**config.mk**
```make
export PLATFORM = sky130hd
export DESIGN_NAME = cfmat_top
export DESIGN_NICKNAME = d
export VERILOG_FILES = /design/src/logic/cfmat_pkg.sv /design/src/logic/cfmat_top.sv
export VERILOG_INCLUDE_DIRS = /design/src /design/src/logic
export SDC_FILE = /design/constraint.sdc
export NUM_CORES = 1
export LEC_CHECK = 0
export ABC_AREA = 1
export BUFFER_PORTS_ARGS = -buffer_cell sky130_fd_sc_hd__buf_2
export CAP_MARGIN = 10
export CORE_MARGIN = 5
export CORE_UTILIZATION = 40
export DETAILED_ROUTE_END_ITERATION = 10
export GPL_TIMING_DRIVEN = 0
export PLACE_DENSITY = 0.65
export SYNTH_ARGS = -nofsm -noshare
export SYNTH_HDL_FRONTEND = slang
export SYNTH_SLANG_ARGS = --single-unit
```
**constraint.sdc**
```tcl
create_clock -name clk_i -period 3.9 [get_ports clk_i]
set_clock_uncertainty 0.05 [all_clocks]
set_input_delay 0.39 -clock clk_i [delete_from_list [all_inputs] [get_ports clk_i]]
set_output_delay 0.39 -clock clk_i [all_outputs]
set_load 0.01 [all_outputs]
```
**src/logic/cfmat_consts.svh**
```systemverilog
// constants for the clock fail monitor and auto trim block
// assumes a 200 MHz single clock domain and a classic wishbone slave
// Function
// - system clock failure sets shared fail flag and system fail status
// - fail flag high with its enable raises an interrupt request
// - system monitor forces source selections to internal hf oscillator
// - after failover stay on internal oscillator; never switch back alone
// - primary or secondary failure sets fail flag and matching status
// - primary or secondary failures never switch the system clock
// - each monitor has fault injection that blocks its sample input
// - system fault injection write switches clock and sets flags
// - primary/secondary injection write sets status and flag, no switch
// - fail-safe clears on reset, sleep (not while waiting on the startup timer), or source/divider request change
// - external switch restarts startup timer; clear after timer expires
// - software clears fail flag; persisting failure sets it again
// - crystal modes detect after startup timer; external clock mode at once
// - tuning measures hf oscillator against 32.768 kHz time base
// - tuning owns trim field; software writes ignored while enabled
// - lock flag set within 1 percent, cleared otherwise, read only
// - out-of-range set when trim at limit and beyond needed, read only
// - hold trim while out of range; clear flag when back in range
// - trim steps each tuning cycle unless locked, out of range, or update-disable is set
// - lock or range change sets tuning interrupt flag
// - tuning off and update-disable set blocks software trim writes
// - control: enable b7, update-disable b6, lock b3, range b1, reset 0
// - sample clock is lf oscillator divided by 64, half-period timeout
// - trim is six bit two's complement, 1F max, 00 center, 20 min
`ifndef CFMAT_CONSTS_SVH
`define CFMAT_CONSTS_SVH
`define CFMAT_ADR_ACT 8'hAC
`define CFMAT_ADR_TRIM 8'hB0
`define CFMAT_ADR_FAIL 8'hC0
`define CFMAT_ADR_SRC 8'hC4
`define CFMAT_ACT_EN 7
`define CFMAT_ACT_UD 6
`define CFMAT_ACT_LOCK 3
`define CFMAT_ACT_ORS 1
`define CFMAT_F_SYS 0
`define CFMAT_F_PRI 1
`define CFMAT_F_SEC 2
`define CFMAT_F_OSC_FAIL_IRQ_FLAG 3
`define CFMAT_F_OSC_FAIL_IRQ_ENABLE 4
`define CFMAT_F_AUTO_TRIM_IRQ_FLAG 5
`define CFMAT_F_AUTO_TRIM_IRQ_ENABLE 6
`define CFMAT_F_INJ 8
`define CFMAT_LF_DIV 6'h3F
`define CFMAT_SRC_HF 3'h6
`define CFMAT_SRC_EXT 3'h7
`define CFMAT_SRC_PLL 3'h2
`define CFMAT_TRIM_MAX 6'h1F
`define CFMAT_TRIM_MIN 6'h20
`define CFMAT_TRIM_RST 6'h00
`define CFMAT_REF_WIN 16'h0400
`define CFMAT_LOCK_TOL 16'h000A
`define CFMAT_OST_CYC 16'h0400
`endif

```
**src/logic/cfmat_pkg.sv**
```systemverilog
// types for the clock fail monitor and auto trim block
// assumes the constants header is included by the design
package cfmat_pkg;
  typedef enum logic [1:0] {
    CFMAT_RUN = 2'b00,
    CFMAT_FAILED = 2'b01,
    CFMAT_WAIT_OST = 2'b11
  } cfmat_fs_type;
  typedef enum logic [1:0] {
    CFMAT_XT_LP = 2'b00,
    CFMAT_XT = 2'b01,
    CFMAT_XT_HS = 2'b11,
    CFMAT_XT_EC = 2'b10
  } cfmat_mode_type;
endpackage : cfmat_pkg

```
**src/logic/cfmat_top.sv**
```systemverilog
// clock fail monitors with fail-safe switch, plus hf oscillator auto trim
// assumes clocks to be watched arrive as synchronous levels sampled on clk_i
`include "cfmat_consts.svh"
`timescale 1ns/1ps
module cfmat_top
  import cfmat_pkg::*;
(
  input wire logic clk_i,
  input wire logic rst_i,
  input wire logic [7:0] wb_adr_i,
  input wire logic [31:0] wb_dat_i,
  output logic [31:0] wb_dat_o,
  input wire logic wb_we_i,
  input wire logic [3:0] wb_sel_i,
  input wire logic wb_cyc_i,
  input wire logic wb_stb_i,
  output logic wb_ack_o,
  input wire logic sysclk_i,
  input wire logic primary_ext_osc_i,
  input wire logic secondary_ext_osc_i,
  input wire logic internal_lf_osc_i,
  input wire logic internal_hf_osc_i,
  input wire logic sysclk_mon_en_i,
  input wire logic primary_mon_en_i,
  input wire logic secondary_mon_en_i,
  input wire logic [1:0] ext_osc_mode_i,
  input wire logic sleep_i,
  input wire logic wake_i,
  input wire logic [2:0] requested_source_sel_i,
  input wire logic [3:0] requested_divider_sel_i,
  input wire logic switch_done_i,
  output logic fsafe_force_hf_o,
  output logic [2:0] current_source_sel_o,
  output logic osc_fail_irq_o,
  output logic auto_trim_irq_o,
  output logic [5:0] hf_trim_field_o
);

  function automatic logic rose(input logic cur, input logic prev);
    rose = cur & ~prev;
  endfunction : rose

  function automatic logic fell(input logic cur, input logic prev);
    fell = ~cur & prev;
  endfunction : fell

  logic req_wr;
  logic req_rd;
  logic ack_q;
  logic [31:0] rdat_q;
  logic [2:0] inject_q;
  logic osc_fail_irq_flag_q;
  logic osc_fail_irq_enable_q;
  logic [2:0] fail_status_q;
  logic auto_trim_enable_q;
  logic auto_trim_update_disable_q;
  logic auto_trim_locked_q;
  logic auto_trim_out_of_range_q;
  logic auto_trim_irq_flag_q;
  logic auto_trim_irq_enable_q;
  logic [5:0] hf_trim_field_q;
  logic [5:0] lf_div_q;
  logic sample_q;
  logic sample_tick;
  logic [2:0] mon_in_q;
  logic [2:0] mon_raw;
  logic sref_lf_q;
  logic sample_prev_q;
  logic [2:0] seen_low_q;
  logic [2:0] fail_det;
  logic [2:0] mon_en;
  logic [15:0] ost_q;
  logic ost_busy;
  logic armed_q;
  logic wake_q;
  cfmat_fs_type fs_q;
  logic [2:0] req_src_q;
  logic [3:0] req_div_q;
  logic [2:0] cur_src_q;
  logic req_change;
  logic sref_q;
  logic [15:0] ref_cnt_q;
  logic hf_q;
  logic [15:0] hf_cnt_q;
  logic act_tick;
  logic [15:0] err_abs;
  logic err_fast;
  logic lock_new;
  logic ors_new;

  assign req_wr = wb_cyc_i & wb_stb_i & wb_we_i & ~ack_q;
  assign req_rd = wb_cyc_i & wb_stb_i & ~wb_we_i & ~ack_q;

  // classic single cycle: ack one edge after the strobe, then drop
  always_ff @(posedge clk_i) begin
    if (rst_i) begin
      ack_q <= 1'b0;
    end else begin
      ack_q <= wb_cyc_i & wb_stb_i & ~ack_q;
    end
  end

  always_ff @(posedge clk_i) begin
    if (rst_i) begin
      rdat_q <= 32'h0000_0000;
    end else if (req_rd) begin
      unique case (wb_adr_i)
        `CFMAT_ADR_ACT: rdat_q <= {24'h00_0000,
          auto_trim_enable_q, auto_trim_update_disable_q, 2'h0,
          auto_trim_locked_q, 1'b0, auto_trim_out_of_range_q,
          1'b0};
        `CFMAT_ADR_TRIM: rdat_q <= {26'h000_0000, hf_trim_field_q};
        `CFMAT_ADR_FAIL: rdat_q <= {21'h00_0000, inject_q, 1'b0,
          auto_trim_irq_enable_q, auto_trim_irq_flag_q,
          osc_fail_irq_enable_q, osc_fail_irq_flag_q, fail_status_q};
        `CFMAT_ADR_SRC: rdat_q <= {24'h00_0000, 1'b0, cur_src_q,
          req_div_q};
        default: rdat_q <= 32'h0000_0000;
      endcase
    end
  end

  assign wb_dat_o = rdat_q;
  assign wb_ack_o = ack_q;

  // fault injection controls, one per monitor, plus both interrupt enables
  always_ff @(posedge clk_i) begin
    if (rst_i) begin
      inject_q <= 3'h0;
      osc_fail_irq_enable_q <= 1'b0;
      auto_trim_irq_enable_q <= 1'b0;
    end else if (req_wr && wb_adr_i == `CFMAT_ADR_FAIL) begin
      if (wb_sel_i[1]) begin
        inject_q <= wb_dat_i[`CFMAT_F_INJ +: 3];
      end
      if (wb_sel_i[0]) begin
        osc_fail_irq_enable_q <= wb_dat_i[`CFMAT_F_OSC_FAIL_IRQ_ENABLE];
        auto_trim_irq_enable_q <= wb_dat_i[`CFMAT_F_AUTO_TRIM_IRQ_ENABLE];
      end
    end
  end

  // monitor sample clock: lf oscillator divided by 64
  always_ff @(posedge clk_i) begin
    if (rst_i) begin
      lf_div_q <= 6'h00;
      sample_q <= 1'b0;
    end else if (rose(internal_lf_osc_i, sref_lf_q)) begin
      lf_div_q <= lf_div_q + 6'h01;
      if (lf_div_q == (`CFMAT_LF_DIV >> 1) || lf_div_q == `CFMAT_LF_DIV) begin
        sample_q <= ~sample_q;
      end
    end
  end

  always_ff @(posedge clk_i) begin
    if (rst_i) begin
      sref_lf_q <= 1'b0;
      sample_prev_q <= 1'b0;
      mon_in_q <= 3'h0;
    end else begin
      sref_lf_q <= internal_lf_osc_i;
      sample_prev_q <= sample_q;
      mon_in_q <= mon_raw;
    end
  end

  // a half sample period with no falling edge of the watched clock fails it
  assign sample_tick = sample_q != sample_prev_q;
  assign mon_en = {secondary_mon_en_i, primary_mon_en_i, sysclk_mon_en_i};
  assign mon_raw = {secondary_ext_osc_i, primary_ext_osc_i, sysclk_i};

  always_ff @(posedge clk_i) begin
    if (rst_i) begin
      seen_low_q <= 3'h0;
    end else begin
      for (int i = 0; i < 3; i++) begin
        if (sample_tick) begin
          seen_low_q[i] <= 1'b0;
        end else if (fell(mon_raw[i], mon_in_q[i]) && !inject_q[i]) begin
          seen_low_q[i] <= 1'b1; // injection blocks the edge latch
        end
      end
    end
  end

  always_comb begin
    for (int i = 0; i < 3; i++) begin
      fail_det[i] = (sample_tick && !seen_low_q[i] && mon_en[i] && armed_q)
                    || (inject_q[i] && mon_en[i]);
    end
  end

  // startup timer gates detection in crystal modes after reset or wake
  assign ost_busy = ost_q != 16'h0000;

  always_ff @(posedge clk_i) begin
    if (rst_i) begin
      ost_q <= `CFMAT_OST_CYC;
      wake_q <= 1'b0;
    end else begin
      wake_q <= wake_i;
      if (rose(wake_i, wake_q) || (req_change &&
          (requested_source_sel_i == `CFMAT_SRC_EXT ||
           requested_source_sel_i == `CFMAT_SRC_PLL))) begin
        ost_q <= `CFMAT_OST_CYC;
      end else if (ost_busy) begin
        ost_q <= ost_q - 16'h0001;
      end
    end
  end

  always_ff @(posedge clk_i) begin
    if (rst_i) begin
      armed_q <= 1'b0;
    end else if (sleep_i) begin
      armed_q <= 1'b0;
    end else begin
      armed_q <= (cfmat_mode_type'(ext_osc_mode_i) == CFMAT_XT_EC)
                 || !ost_busy;
    end
  end

  // sticky status; hardware set wins over software clear
  always_ff @(posedge clk_i) begin
    if (rst_i) begin
      fail_status_q <= 3'h0;
      osc_fail_irq_flag_q <= 1'b0;
    end else begin
      for (int i = 0; i < 3; i++) begin
        if (fail_det[i]) begin
          fail_status_q[i] <= 1'b1;
        end else if (req_wr && wb_adr_i == `CFMAT_ADR_FAIL && wb_sel_i[0]
                     && !wb_dat_i[i]) begin
          fail_status_q[i] <= 1'b0;
        end
      end
      if (|fail_det) begin
        osc_fail_irq_flag_q <= 1'b1;
      end else if (req_wr && wb_adr_i == `CFMAT_ADR_FAIL && wb_sel_i[0]
                   && !wb_dat_i[`CFMAT_F_OSC_FAIL_IRQ_FLAG]) begin
        osc_fail_irq_flag_q <= 1'b0;
      end
    end
  end

  // fail-safe state: only the system clock monitor switches sources
  always_ff @(posedge clk_i) begin
    if (rst_i) begin
      req_src_q <= `CFMAT_SRC_HF;
      req_div_q <= 4'h0;
    end else begin
      req_src_q <= requested_source_sel_i;
      req_div_q <= requested_divider_sel_i;
    end
  end

  assign req_change = requested_source_sel_i != req_src_q
                      || requested_divider_sel_i != req_div_q;

  always_ff @(posedge clk_i) begin
    if (rst_i) begin
      fs_q <= CFMAT_RUN;
    end else begin
      unique case (fs_q)
        CFMAT_RUN: if (fail_det[`CFMAT_F_SYS]) fs_q <= CFMAT_FAILED;
        CFMAT_FAILED: begin
          if (sleep_i) begin
            fs_q <= CFMAT_RUN;
          end else if (req_change) begin
            fs_q <= CFMAT_WAIT_OST;
          end
        end
        CFMAT_WAIT_OST: begin
          if (fail_det[`CFMAT_F_SYS]) begin
            fs_q <= CFMAT_FAILED;
          end else if (!ost_busy && switch_done_i) begin
            fs_q <= CFMAT_RUN;
          end
        end
        default: fs_q <= CFMAT_RUN;
      endcase
    end
  end

  // forced source keeps prior frequency and divider settings
  always_ff @(posedge clk_i) begin
    if (rst_i) begin
      cur_src_q <= `CFMAT_SRC_HF;
    end else if (fs_q != CFMAT_RUN || fail_det[`CFMAT_F_SYS]) begin
      cur_src_q <= `CFMAT_SRC_HF;
    end else if (switch_done_i) begin
      cur_src_q <= req_src_q;
    end
  end

  always_ff @(posedge clk_i) begin
    if (rst_i) begin
      fsafe_force_hf_o <= 1'b0;
      osc_fail_irq_o <= 1'b0;
      auto_trim_irq_o <= 1'b0;
    end else begin
      fsafe_force_hf_o <= fs_q != CFMAT_RUN;
      osc_fail_irq_o <= osc_fail_irq_flag_q & osc_fail_irq_enable_q;
      auto_trim_irq_o <= auto_trim_irq_flag_q & auto_trim_irq_enable_q;
    end
  end

  assign current_source_sel_o = cur_src_q;

  // auto trim: count hf edges over a window of 32.768 kHz reference edges
  always_ff @(posedge clk_i) begin
    if (rst_i) begin
      sref_q <= 1'b0;
      hf_q <= 1'b0;
    end else begin
      sref_q <= secondary_ext_osc_i;
      hf_q <= internal_hf_osc_i;
    end
  end

  assign act_tick = auto_trim_enable_q && rose(secondary_ext_osc_i, sref_q)
                    && ref_cnt_q == `CFMAT_REF_WIN - 16'h0001;

  always_ff @(posedge clk_i) begin
    if (rst_i || !auto_trim_enable_q) begin
      ref_cnt_q <= 16'h0000;
      hf_cnt_q <= 16'h0000;
    end else begin
      if (rose(secondary_ext_osc_i, sref_q)) begin
        ref_cnt_q <= act_tick ? 16'h0000 : ref_cnt_q + 16'h0001;
      end
      if (act_tick) begin
        hf_cnt_q <= 16'h0000;
      end else if (rose(internal_hf_osc_i, hf_q)) begin
        hf_cnt_q <= hf_cnt_q + 16'h0001;
      end
    end
  end

  // target ratio equals the window; tolerance is about 1 percent of it
  assign err_fast = hf_cnt_q > `CFMAT_REF_WIN;
  assign err_abs = err_fast ? hf_cnt_q - `CFMAT_REF_WIN
                            : `CFMAT_REF_WIN - hf_cnt_q;
  assign lock_new = err_abs <= `CFMAT_LOCK_TOL;
  assign ors_new = !lock_new &&
    ((err_fast && hf_trim_field_q == `CFMAT_TRIM_MIN) ||
     (!err_fast && hf_trim_field_q == `CFMAT_TRIM_MAX));

  always_ff @(posedge clk_i) begin
    if (rst_i) begin
      auto_trim_enable_q <= 1'b0;
      auto_trim_update_disable_q <= 1'b0;
    end else if (req_wr && wb_adr_i == `CFMAT_ADR_ACT && wb_sel_i[0]) begin
      auto_trim_enable_q <= wb_dat_i[`CFMAT_ACT_EN];
      auto_trim_update_disable_q <= wb_dat_i[`CFMAT_ACT_UD];
    end
  end

  always_ff @(posedge clk_i) begin
    if (rst_i || !auto_trim_enable_q) begin
      auto_trim_locked_q <= 1'b0;
      auto_trim_out_of_range_q <= 1'b0;
    end else if (act_tick) begin
      auto_trim_locked_q <= lock_new;
      auto_trim_out_of_range_q <= ors_new;
    end
  end

  always_ff @(posedge clk_i) begin
    if (rst_i) begin
      auto_trim_irq_flag_q <= 1'b0;
    end else if (act_tick && (lock_new != auto_trim_locked_q
                 || ors_new != auto_trim_out_of_range_q)) begin
      auto_trim_irq_flag_q <= 1'b1;
    end else if (req_wr && wb_adr_i == `CFMAT_ADR_FAIL && wb_sel_i[0]
                 && !wb_dat_i[`CFMAT_F_AUTO_TRIM_IRQ_FLAG]) begin
      auto_trim_irq_flag_q <= 1'b0;
    end
  end

  always_ff @(posedge clk_i) begin
    if (rst_i) begin
      hf_trim_field_q <= `CFMAT_TRIM_RST;
    end else if (auto_trim_enable_q) begin
      if (act_tick && !auto_trim_update_disable_q && !lock_new
          && !ors_new) begin
        hf_trim_field_q <= err_fast ? hf_trim_field_q - 6'h01
                                    : hf_trim_field_q + 6'h01;
      end
    end else if (req_wr && wb_adr_i == `CFMAT_ADR_TRIM && wb_sel_i[0]
                 && !auto_trim_update_disable_q) begin
      hf_trim_field_q <= wb_dat_i[5:0];
    end
  end

  always_ff @(posedge clk_i) begin
    if (rst_i) begin
      hf_trim_field_o <= `CFMAT_TRIM_RST;
    end else begin
      hf_trim_field_o <= hf_trim_field_q;
    end
  end

endmodule : cfmat_top

```
Yosys cells after proc, flatten, opt, wreduce, memory -nomap -nowiden
Cells that the tools add are included.
{ "totals": {"regBits": 141, "in_bits": 69, "output_inout_bits": 45, "wordCells": 206} }
{ "classes": {"add_sub_neg": 8, "magnitude_cmp": 2, "n_eq_ne": 23, "mux": 23, "bitwise": 25, "n_reduce_logical": 87} }
{ "op_table": {"columns": ["operator", "count"], "rows": [
  ["11-bit one-hot mux with 4 select lines", 1],
  ["1-bit logical AND", 38],
  ["16-bit by 1-bit adder with 16-bit output (second input constant)", 2],
  ["8-bit == test (second input constant)", 4],
  ["16-bit 2-to-1 mux", 2],
  ["6-bit 2-to-1 mux", 4],
  ["1-bit logical NOT", 17],
  ["16-bit by 10-bit == test with 1-bit output (second input constant)", 1],
  ["16-bit by 11-bit > comparator with 1-bit output (second input constant)", 1],
  ["16-bit by 4-bit <= comparator with 1-bit output (second input constant)", 1],
  ["16-bit nonzero test", 1],
  ["11-bit by 16-bit subtractor with 16-bit output (first input constant)", 1],
  ["16-bit by 1-bit subtractor with 16-bit output (second input constant)", 1],
  ["16-bit by 11-bit subtractor with 16-bit output (second input constant)", 1],
  ["1-bit bitwise AND", 15],
  ["2-bit nonzero test", 7],
  ["6-bit by 1-bit adder with 6-bit output (second input constant)", 2],
  ["6-bit by 5-bit == test with 1-bit output (second input constant)", 2],
  ["6-bit == test (second input constant)", 2],
  ["1-bit logical OR", 12],
  ["1-bit 2-to-1 mux", 10],
  ["2-bit 2-to-1 mux", 5],
  ["1-bit NOT", 10],
  ["2-bit OR reduction", 5],
  ["other kinds (16)", 23]
]} }

Depth between registers and ports, before layout
Gate-level depths: netlist (run 1).
{ "logic_depth": {"ltp_word": 9, "depth_mapped": 19} }

Least setup slack after synthesis (run 1)
OpenSTA, ideal clock, no wires.
{ "synth_path": {"path_kind": "register to register", "start": "register hf_cnt_q[10]", "end": "register hf_trim_field_q[5]", "setup_ns": 0.113, "arrival_time_ns": 2.360, "path_slack_ns": 1.377, "stages_incl_launch_ff": 18, "path_cell_list": "dfxtp_1 -> inv_2 -> ha_1 -> inv_1 -> nor2_4 -> a21oi_4 -> ha_1 -> a21oi_1 -> nand2_1 -> a21oi_1 -> inv_1 -> a21oi_1 -> xnor2_1 -> o21ai_0 -> inv_1 -> nand2_1 -> nand2_1 -> nor2_1"} }
{ "synth_via": {"elab_chain_len": 9, "elab_cells_between_ends": 19} }
{ "synth_rtl": {"columns": ["item", "line_no", "source"], "rows": [
  ["start, declared", "cfmat_top.sv:84", "logic [15:0] hf_cnt_q;"],
  ["start signal, assigned", "cfmat_top.sv:336", "hf_cnt_q <= hf_cnt_q + 16'h0001;"],
  ["11-bit by 16-bit subtractor with 16-bit output (no line), or another cell as far along", null, null],
  ["16-bit 2-to-1 mux or 1-bit logical NOT (tied branches)", "cfmat_top.sv:343, cfmat_top.sv:348", null],
  ["16-bit by 4-bit <= comparator with 1-bit output (no line) or 1-bit logical AND (tied branches)", null, null],
  ["1-bit logical NOT or 1-bit logical OR (tied branches)", "cfmat_top.sv:346, cfmat_top.sv:386, cfmat_top.sv:347", null],
  ["1-bit logical AND", "cfmat_top.sv:346", "assign ors_new = !lock_new &&"],
  ["1-bit logical NOT", "cfmat_top.sv:387", "&& !ors_new) begin"],
  ["1-bit logical AND", "cfmat_top.sv:387", null],
  ["2-bit by 1-bit != test with 1-bit output (no line)", null, null],
  ["2-bit AND reduction (no line)", null, null],
  ["end signal, assigned", "cfmat_top.sv:384", "hf_trim_field_q <= `CFMAT_TRIM_RST;"],
  ["end signal, assigned", "cfmat_top.sv:388", "hf_trim_field_q <= err_fast ? hf_trim_field_q - 6'h01"],
  ["end signal, assigned", "cfmat_top.sv:393", "hf_trim_field_q <= wb_dat_i[5:0];"],
  ["end, declared", "cfmat_top.sv:61", "logic [5:0] hf_trim_field_q;"]
]} }
Parallel ways exist; a longest one is shown, timed or not. The select of a mux whose other input is x is not followed.
A chain may end at the register's enable or synchronous reset.

Worst setup path in the final report (run 1)
Ends and elaborated chain as after synthesis.

==> impl_results.md, run 1 <==
* Status: complete, no violations
* Ys async rst share at 0
* # port buffers at 69
* Die area at 18100 um2
* Layout cell share with drive strength beyond 1 at 0.170
* Fin. max-slew vios at 0
* Ys flop type: dfxtp_1
* Register area at 2360 um2
* Area delta synth->final at 20.1%
* Met3 Routed Length at 720 um
* Initial antenna violation count at 0
* Initial Utilization at 0.407
* Multi-input logic area at 3170 um2
* Vias in the first global route at 5133
* Final Hold Vio Count at 0
* Crit path DAT at 3220 ps
* Yosys cell types at 47
* Pwr/cell area at 407 nW/um2
* Post-synthesis cell area at 6190 um2
* Detail Placement HPWL at 11.6 mm
* Synth area leader: dfxtp_1
* Worst r2r src: hf_cnt_q[10]
* Overflow after GRT at 0
* Number of synthesized flops with an enable pin at 0
* Ant. Diodes at 0
* Met1 WL at 7.29 mm
* # rows at 45
* Required time worst endpoint at 4200 ps
* DRC at 0
* Setup TNS at 0 ps
* Synthesized instance count at 868
* Fmax at 342 MHz
* Sequential element share of the synthesized area at 0.382
* Final nets at 1060
* CTS tree: built
* Hold EP: armed_q
* Worst-margin pin slew at 766 ps
* Clock root buffer: clkbuf_16
* Critical Path Fanout Max at 11
* Critical path launch point type: flip-flop
* Leakage at 3.28 nW
* Max transition margin at 0.487
* CP max stage cell: dfxtp_1
* Post-cts repair resize count at 0
* Vias at 5617
* Routed Antenna Nets at 0
* Synth area leaders: dfxtp_1 38%, nand2_1 9.1%, inv_1 7.1%, nor2_1 6.7%, a21oi_1 5.5%
* Skew-Pair Late Insertion Delay at 410 ps
* Met2 Wirelength at 6.64 mm
* Ports at 114
* Cell Count, Final, Fillers Out at 1177
* Hold WC Path Type: in2reg
* Setup Viol. Count Final at 0
* Core Region at 15200 um2
* Delay-heaviest family, CP: compound AO/OA/AOI/OAI gates
* Largest net degree at the start of global routing at 17
* Avg Synthesized Cell Area at 7.13 um2
* Post-Route WL at 14.9 mm
* Worst path buffer plus inverter count at 4
* Vias per inst at 4.77
* RSZ-0062 raised after global routing: no
* Switching Share at 0.229
* #FFs+latches synth at 118
* Max Buffers Root-to-Sink at 2
* Inserted Clock Buffers at 17
* H-tree Lvls at 4
* Initial DRT Pass Iterations at 4
* Worst R2R End: hf_trim_field_q[5]
* Max stage delay on crit path at 480 ps
* First-pass GRT wire length at 24.2 mm
* Post-layout minimum cycle time at 2920 ps
* DP Cell Count at 1145
* Crit path cell chain: inv_2, ha_1, inv_1, nor2_4, a21oi_4, ha_1, a21oi_1, nand2_1, a21oi_1, inv_1, a21oi_1, xnor2_1, o21ai_0, inv_1, nand2_1, nand2_1, nor2_1
* Die height at 134 um
* Worst-path clk slew at 50 ps
* Max-Cap Viols at 0
* Postcts setup bufs at 0
* Sw power at 0.000692 W
* Filler cells at 1552
* Min-Delay Path Depth at 2
* Final worst path period share at 0.749
* Hold Startpoint: sleep_i
* CTS sink cnt at 118
* Register share of total power at 0.415
* Worst reg-to-reg path cell count at 17
* Highest Signal Layer: met4
* Clk pwr share at 0.511
* Gate power share at 0.073
* DR iter-0 viols at 279
* CP Capture Type: flip-flop
* CTS Hold Bufs at 0
* Synth top area share at 0.382
* GR Util All Layers at 0.167
* Syn. warnings at 0
* Worst vdd ir at 0.295 mV
* Gpl congestion at 0.866
* Internal power at 0.00233 W
* Setup slack on the worst flop-to-flop path at 980 ps
* WL/cell at 12.7 um
* Crit Path Category: reg2reg
* Die W at 134 um
==> worst max-delay path by stage <==
stage	from	to	slack (ps)	depth (start not counted)
floorplan	hf_cnt_q[10]	hf_trim_field_q[5]	1380	17
global placement	hf_cnt_q[10]	hf_trim_field_q[5]	960	17
detailed placement	hf_cnt_q[10]	hf_trim_field_q[5]	970	17
CTS	hf_cnt_q[10]	hf_trim_field_q[5]	970	17
global route	hf_cnt_q[10]	hf_trim_field_q[5]	700	17
finish	hf_cnt_q[10]	hf_trim_field_q[5]	980	17
==> registers in the layout, indices dropped and copies added (netlist names), 2 cells and up <==
register / flops
current_source_sel_o: 3
fail_status_q: 3
fs_q: 2
hf_cnt_q: 16
hf_trim_field_o: 6
hf_trim_field_q: 6
inject_q: 3
lf_div_q: 5
mon_in_q: 3
ost_q: 16
ref_cnt_q: 16
req_div_q: 4
req_src_q: 3
seen_low_q: 3
wb_dat_o: 11
==> cells by family (layout without fill, tap and decap cells) <==
logic type / after synthesis / in the layout / synth area share
AOI/OAI and AO/OA: 137 / 137 / 0.123
xor gates and xnor gates: 30 / 30 / 0.0425
adders and majority gates: 15 / 15 / 0.0315
buffers and inverters: 165 / 266 / 0.118
DFF: 118 / 118 / 0.382
muxes: 1 / 1 / 0.00162
other: 1 / 21 / 0.000606
and+or+nand+nor: 401 / 401 / 0.301
==> cell type report <==
cell class / count / area share
sequential: 118 / 0.318
multi-input combinational: 605 / 0.426
timing repair buffer: 69 / 0.0465
clock inverter: 7 / 0.0126
tap: 188 / 0.0316
inverter: 128 / 0.0646
clock buffer: 25 / 0.0667
buffer: 37 / 0.0337
==> power groups by stage <==
| stage | registers, W | clock network (W) | logic (W) |
|---|---|---|---|
| floorplan | 0.00128 | 0 | 0.000157 |
| global placement | 0.00128 | 0 | 0.000221 |
| detailed placement | 0.00128 | 0 | 0.000222 |
| CTS | 0.00125 | 0.00157 | 0.000223 |
| global route | 0.00126 | 0.00163 | 0.000255 |
| finish | 0.00125 | 0.00155 | 0.000222 |
==> cells in the final DEF (no fill, tap or decap), drive strengths merged, types with 21 or more instances in the layout <==
| cell type | netlist | final |
|---|---|---|
| a21oi | 70 | 70 |
| buf | 28 | 97 |
| clkbuf | 9 | 34 |
| conb | 1 | 21 |
| dfxtp | 118 | 118 |
| inv | 128 | 128 |
| nand2 | 157 | 157 |
| nand3 | 44 | 44 |
| nor2 | 123 | 123 |
| nor3 | 34 | 34 |
| o21ai | 42 | 42 |
==> cell usage after synthesis, drive strengths merged, types with 3 or more instances <==
master  number
o21ai       42
nor3b        4
o21a         6
nor4         9
nor2       123
nor3        34
buf         28
xor2        20
a21oi       70
o22ai        4
nand4       18
inv        128
o211ai       8
dfxtp      118
xnor2       10
ha          14
nand2      157
or2          7
o31ai        3
clkbuf       9
nand3       44
==> layer usage <==
metal,GRT usage,vias up
li1,-,2984
met5,0,-
met2,0.260,113
met4,0.0622,0
met1,0.226,2496
met3,0.0405,24
==> per-stage QoR <==
| stage | hold slack [ps] | total power, W | util | area (um2) | setup slack [ps] |
|---|---|---|---|---|---|
| 3_5_place_dp | 386 | 0.00150 | 0.450 | 6840 | 974 |
| 5_1_grt | 134 | 0.00314 | 0.489 | 7430 | 704 |
| 2_1_floorplan | 371 | 0.00143 | - | 6260 | 1380 |
| 3_3_place_gp | 379 | 0.00150 | 0.450 | 6840 | 964 |
| 4_1_cts | 135 | 0.00305 | 0.489 | 7430 | 967 |
| 6_report | 146 | 0.00302 | 0.489 | 7430 | 978 |
Power figures use the tool's default switching activity.
==> inputs of run 2 (changes only) <==
- clock period: 3.9 -> 2.9 ns (I/O delays scaled with it)
==> run 2 against run 1 <==
  * Hold slack lost 100 ps
  * Core utilization grew 0.19 points
  * Critical endpoint is now hf_trim_field_q[3]
  * Clock power grew 34%
  * Highest routed layer unchanged
  * Sequential cell count is the same
  * Combinational power grew 35%
  * Sequential power grew 35%
  * Worst setup slack lost 770 ps
==> impl_results.md, run 2 (synthesis gave the netlist of run 1 again) <==
* Status: complete, no violations
* Required time worst endpoint at 3200 ps
* Clk pwr share at 0.512
* First-pass GRT wire length at 24.3 mm
* Final nets at 1063
* Crit Path Category: reg2reg
* Final worst path period share at 0.930
* Largest net degree at the start of global routing at 17
* Pwr/cell area at 545 nW/um2
* Worst r2r src: hf_cnt_q[0]
* Layout cell share with drive strength beyond 1 at 0.175
* DRC at 0
* RSZ-0062 raised after global routing: no
* Leakage at 3.30 nW
* Gpl congestion at 0.866
* # port buffers at 69
* Inserted Clock Buffers at 17
* Critical Path Source: hf_cnt_q[0]
* Detail Placement HPWL at 11.6 mm
* WL/cell at 12.8 um
* Register share of total power at 0.415
* Vias per inst at 4.76
* CP Capture Type: flip-flop
* Die area at 18100 um2
* Setup Viol. Count Final at 0
* Routed Antenna Nets at 0
* Placement Cell Area at 6840 um2
* Post-Route WL at 15.1 mm
* Commonest non-fill, non-tap cell in the layout: nand2_1
* CTS tree: built
* Worst-path clk slew at 50 ps
* Post-layout minimum cycle time at 2700 ps
* Initial DRT Pass Iterations at 5
* Sw power at 0.000931 W
* Max-Cap Viols at 0
* Worst-margin pin slew at 766 ps
* Vias at 5620
* Filler cells at 1547
* Skew-Pair Late Insertion Delay at 410 ps
* # rows at 45
* Hold Startpoint: sleep_i
* Initial Utilization at 0.407
* Worst vdd ir at 0.395 mV
* GR Util All Layers at 0.168
* Hold WC Path Type: in2reg
* Die W at 134 um
* Fin. max-slew vios at 0
* Vias in the first global route at 5155
* Max Buffers Root-to-Sink at 2
* Critical path launch point type: flip-flop
* Area delta synth->final at 20.6%
* Fmax at 371 MHz
* Core Util, Final at 0.491
* Critical Path Fanout Max at 7
* Fin area at 7460 um2
* CTS sink cnt at 118
* Crit path DAT at 3000 ps
* Switching Share at 0.229
* Commonest non-fill, non-tap cells in the layout: 150 x nand2_1, 117 x inv_1, 117 x dfxtp_1
* Internal power at 0.00313 W
* Final Hold Vio Count at 0
* DR iter-0 viols at 286
* Die height at 134 um
* Ports at 114
* Ant. Diodes at 0
* H-tree Lvls at 4
* Largest regs: hf_cnt_q (16), ost_q (16), ref_cnt_q (16)
* Initial antenna violation count at 0
* Core Region at 15200 um2
* Overflow after GRT at 0
* Gate power share at 0.073
* Clock root buffer: clkbuf_16
* Max transition margin at 0.487
* CTS Hold Bufs at 0
==> run 2: through the flow <==
stage | total power, W | setup TNS, ps | hold slack, ps | setup slack [ps] | cells
2_1_floorplan | 0.00193 | 0 | 319 | 377 | 888
3_3_place_gp | 0.00202 | -36.0 | 379 | -36.0 | 1145
3_5_place_dp | 0.00202 | -26.5 | 386 | -26.5 | 1145
4_1_cts | 0.00410 | 0 | 34.8 | 136 | 1180
5_1_grt | 0.00422 | 0 | 33.9 | 9.13 | 1180
6_report | 0.00406 | 0 | 46.8 | 204 | 1180
==> run 2: worst max-delay path, cell delays in order, from the launching register on <==
cell and delay [ps]:
dfxtp_1 330, inv_1 150, ha_2 270, nand3_4 110
nor2_4 200, a21oi_4 100, buf_4 150, buf_4 130
o31ai_1 510, nor3_1 160, nand3_4 170, nand2_4 90
nand2_1 80, nand2_1 50, nor2_1 70
==> run 2: path summary, 6_finish.rpt <==
path | to | slack, ps | cells past startpoint
max reg2reg | hf_trim_field_q[3] | 200 | 14
max | hf_trim_field_q[3] | 200 | 14
min reg2reg | seen_low_q[1] | 390 | 2
min | armed_q | 50 | 2
==> run 2: power by group through the flow <==
stage	registers [W]	logic, W	clock network [W]
final	0.00169	0.000299	0.00208
after global routing	0.00169	0.000343	0.00219
after CTS	0.00169	0.000300	0.00211
after detailed placement	0.00172	0.000299	0
after global placement	0.00172	0.000298	0
after floorplan	0.00171	0.000211	0
==> run 2: timing repair <==
item,4_1_cts,5_1_grt
endpoints found under the hold margin,0,0
gates resized for setup,0,3
setup endpoints to repair,1,3
pin swaps,0,0
setup buffers,3,0
==> run 2: routing by layer <==
metal,GRT usage,share of wire,vias up
met5,0,0,-
met4,0.0622,0.018,0
met3,0.0405,0.049,23
met2,0.262,0.45,115
met1,0.227,0.49,2493
li1,-,-,2989
==> run 2: cell type report <==
| type | count | area [um2] | share of cell area |
|---|---|---|---|
| sequential | 118 | 2360 | 0.317 |
| tap | 188 | 235 | 0.0315 |
| timing repair buffer | 72 | 368 | 0.0493 |
| buffer | 37 | 250 | 0.0335 |
| clock inverter | 7 | 93.8 | 0.0126 |
| inverter | 128 | 480 | 0.0644 |
| clock buffer | 25 | 495 | 0.0664 |
| multi-input combinational | 605 | 3170 | 0.425 |
==> inputs of run 3 (changes only) <==
- SKIP_CTS_REPAIR_TIMING: not set -> 1
- clock period: 2.9 -> 3.1 ns (I/O delays scaled with it)
==> run 3 against run 2 <==
  * Sequential cell count unchanged
  * Non-clock buffer count down 1
  * Highest routed layer unchanged
  * Critical endpoint is now hf_trim_field_q[5]
  * Global-route usage down 0.079 points
  * First-iteration DRC count up 14%
  * Worst setup slack better by 110 ps
  * Sequential share of layout area about the same
==> impl_results.md, run 3 (synthesis gave the netlist of run 1 again) <==
* Register area at 2360 um2
* Status: complete, no violations
* Filler cells at 1551
* Initial DRT Pass Iterations at 4
* Overflow after GRT at 0
* Routed Antenna Nets at 0
* Max transition margin at 0.492
* Crit path DAT at 3080 ps
* Max Buffers Root-to-Sink at 2
* CP max stage cell: dfxtp_1
* DRC at 0
* Critical Path Fanout Max at 10
* Final worst path period share at 0.898
* Hold WC Path Type: in2reg
* Ports at 114
* Pwr/cell area at 510 nW/um2
* Initial antenna violation count at 0
* Fin. max-slew vios at 0
* Largest regs: hf_cnt_q (16), ost_q (16), ref_cnt_q (16)
* CP Capture Type: flip-flop
* CTS sink cnt at 118
* Fmax at 359 MHz
* WL/cell at 12.7 um
* Layout cell share with drive strength beyond 1 at 0.172
* RSZ-0062 raised after global routing: no
* Max-Cap Viols at 0
* Die W at 134 um
* Delay-heaviest family, CP: compound AO/OA/AOI/OAI gates
* Inserted Clock Buffers at 17
* Required time worst endpoint at 3400 ps
* Skew-Pair Late Insertion Delay at 410 ps
* Setup TNS at 0 ps
* Setup Viol. Count Final at 0
* Vias per inst at 4.76
* Crit Path Category: reg2reg
* Gpl congestion at 0.866
* Die area at 18100 um2
* DR iter-0 viols at 326
* Critical path launch point type: flip-flop
* Multi-input logic area at 3170 um2
* Crit path cell chain: inv_2, ha_1, inv_1, nor2_4, a21oi_4, ha_1, a21oi_1, nand2_1, a21oi_1, inv_1, a21oi_1, xnor2_1, o21ai_0, inv_1, nand2_1, nand2_1, nor2_1
* Worst vdd ir at 0.368 mV
* Post-layout minimum cycle time at 2780 ps
* Core Region at 15200 um2
* Final nets at 1062
* # rows at 45
* Largest net degree at the start of global routing at 17
* # port buffers at 69
* Vias in the first global route at 5133
* Clock root buffer: clkbuf_16
* H-tree Lvls at 4
* Worst path buffer plus inverter count at 4
* Worst-margin pin slew at 759 ps
* Die height at 134 um
* Max stage delay on crit path at 480 ps
* Leakage at 3.29 nW
* CTS tree: built
* Commonest non-fill, non-tap cell in the layout: nand2_1
* Post-Route WL at 14.9 mm
* Ant. Diodes at 0
* Area delta synth->final at 20.4%
* Worst-path clk slew at 50 ps
* GR Util All Layers at 0.167
* Initial Utilization at 0.407
* First-pass GRT wire length at 24.2 mm
* Final Hold Vio Count at 0
* Commonest non-fill, non-tap cells in the layout: 150 x nand2_1, 118 x dfxtp_1, 117 x inv_1
* Detail Placement HPWL at 11.6 mm
* Vias at 5609
* Core Util, Final at 0.490
[run 3: cell types whose count changed in the layout (fill, tap and decap cells not counted), sizes merged]
cell,previous run,this run
buf,100,99
[run 3: worst register-to-register path, stage by stage (launching register included)]
cell	delay (ps)
dfxtp_1	480
inv_2	160
ha_1	300
inv_1	110
nor2_4	50
a21oi_4	190
ha_1	320
a21oi_1	170
nand2_1	100
a21oi_1	130
inv_1	50
a21oi_1	160
xnor2_1	100
o21ai_0	140
inv_1	50
nand2_1	60
nand2_1	40
nor2_1	70
[run 3: area by class of cell]
cell class | count | share of cell area
Clock inverter | 7 | 0.0126
Clock buffer | 25 | 0.0665
Inverter | 128 | 0.0645
Sequential cell | 118 | 0.317
Tap cell | 188 | 0.0316
Buffer | 37 | 0.0336
Timing Repair Buffer | 71 | 0.0484
Multi-Input combinational cell | 605 | 0.426
[run 3: stage by stage]
step | total power [W] | hold slack (ps) | instances | setup slack, ps | area [um2]
after floorplan | 0.00180 | 339 | 888 | 577 | 6260
after global placement | 0.00189 | 379 | 1145 | 164 | 6840
after detailed placement | 0.00189 | 386 | 1145 | 174 | 6840
after CTS | 0.00383 | 54.8 | 1177 | 167 | 7430
after global routing | 0.00395 | 53.9 | 1179 | 76.7 | 7450
final | 0.00380 | 67.9 | 1179 | 316 | 7450
[run 3: path summary, 6_finish.rpt]
| kind | cells past startpoint | slack (ps) | start | endpoint |
|---|---|---|---|---|
| setup / recovery | 17 | 320 | hf_cnt_q[10] | hf_trim_field_q[5] |
| hold / removal | 2 | 70 | sleep_i | armed_q |
| setup reg to reg | 17 | 320 | hf_cnt_q[10] | hf_trim_field_q[5] |
| hold reg to reg | 2 | 390 | seen_low_q[1] | seen_low_q[1] |
[run 3: layer usage]
| layer | wire length [um] | vias up | GRT usage |
|---|---|---|---|
| li1 | - | 2991 | - |
| met1 | 7290 | 2493 | 0.226 |
| met2 | 6680 | 103 | 0.260 |
| met3 | 696 | 22 | 0.0405 |
| met4 | 259 | 0 | 0.0622 |
| met5 | 0 | - | 0 |
[run 3: power by group]
group / internal (W) / total, W / switching (W)
registers: 0.00155 / 0.00158 / 0.0000248
clock network: 0.00127 / 0.00194 / 0.000675
logic: 0.000112 / 0.000279 / 0.000168
total: 0.00293 / 0.00380 / 0.000868
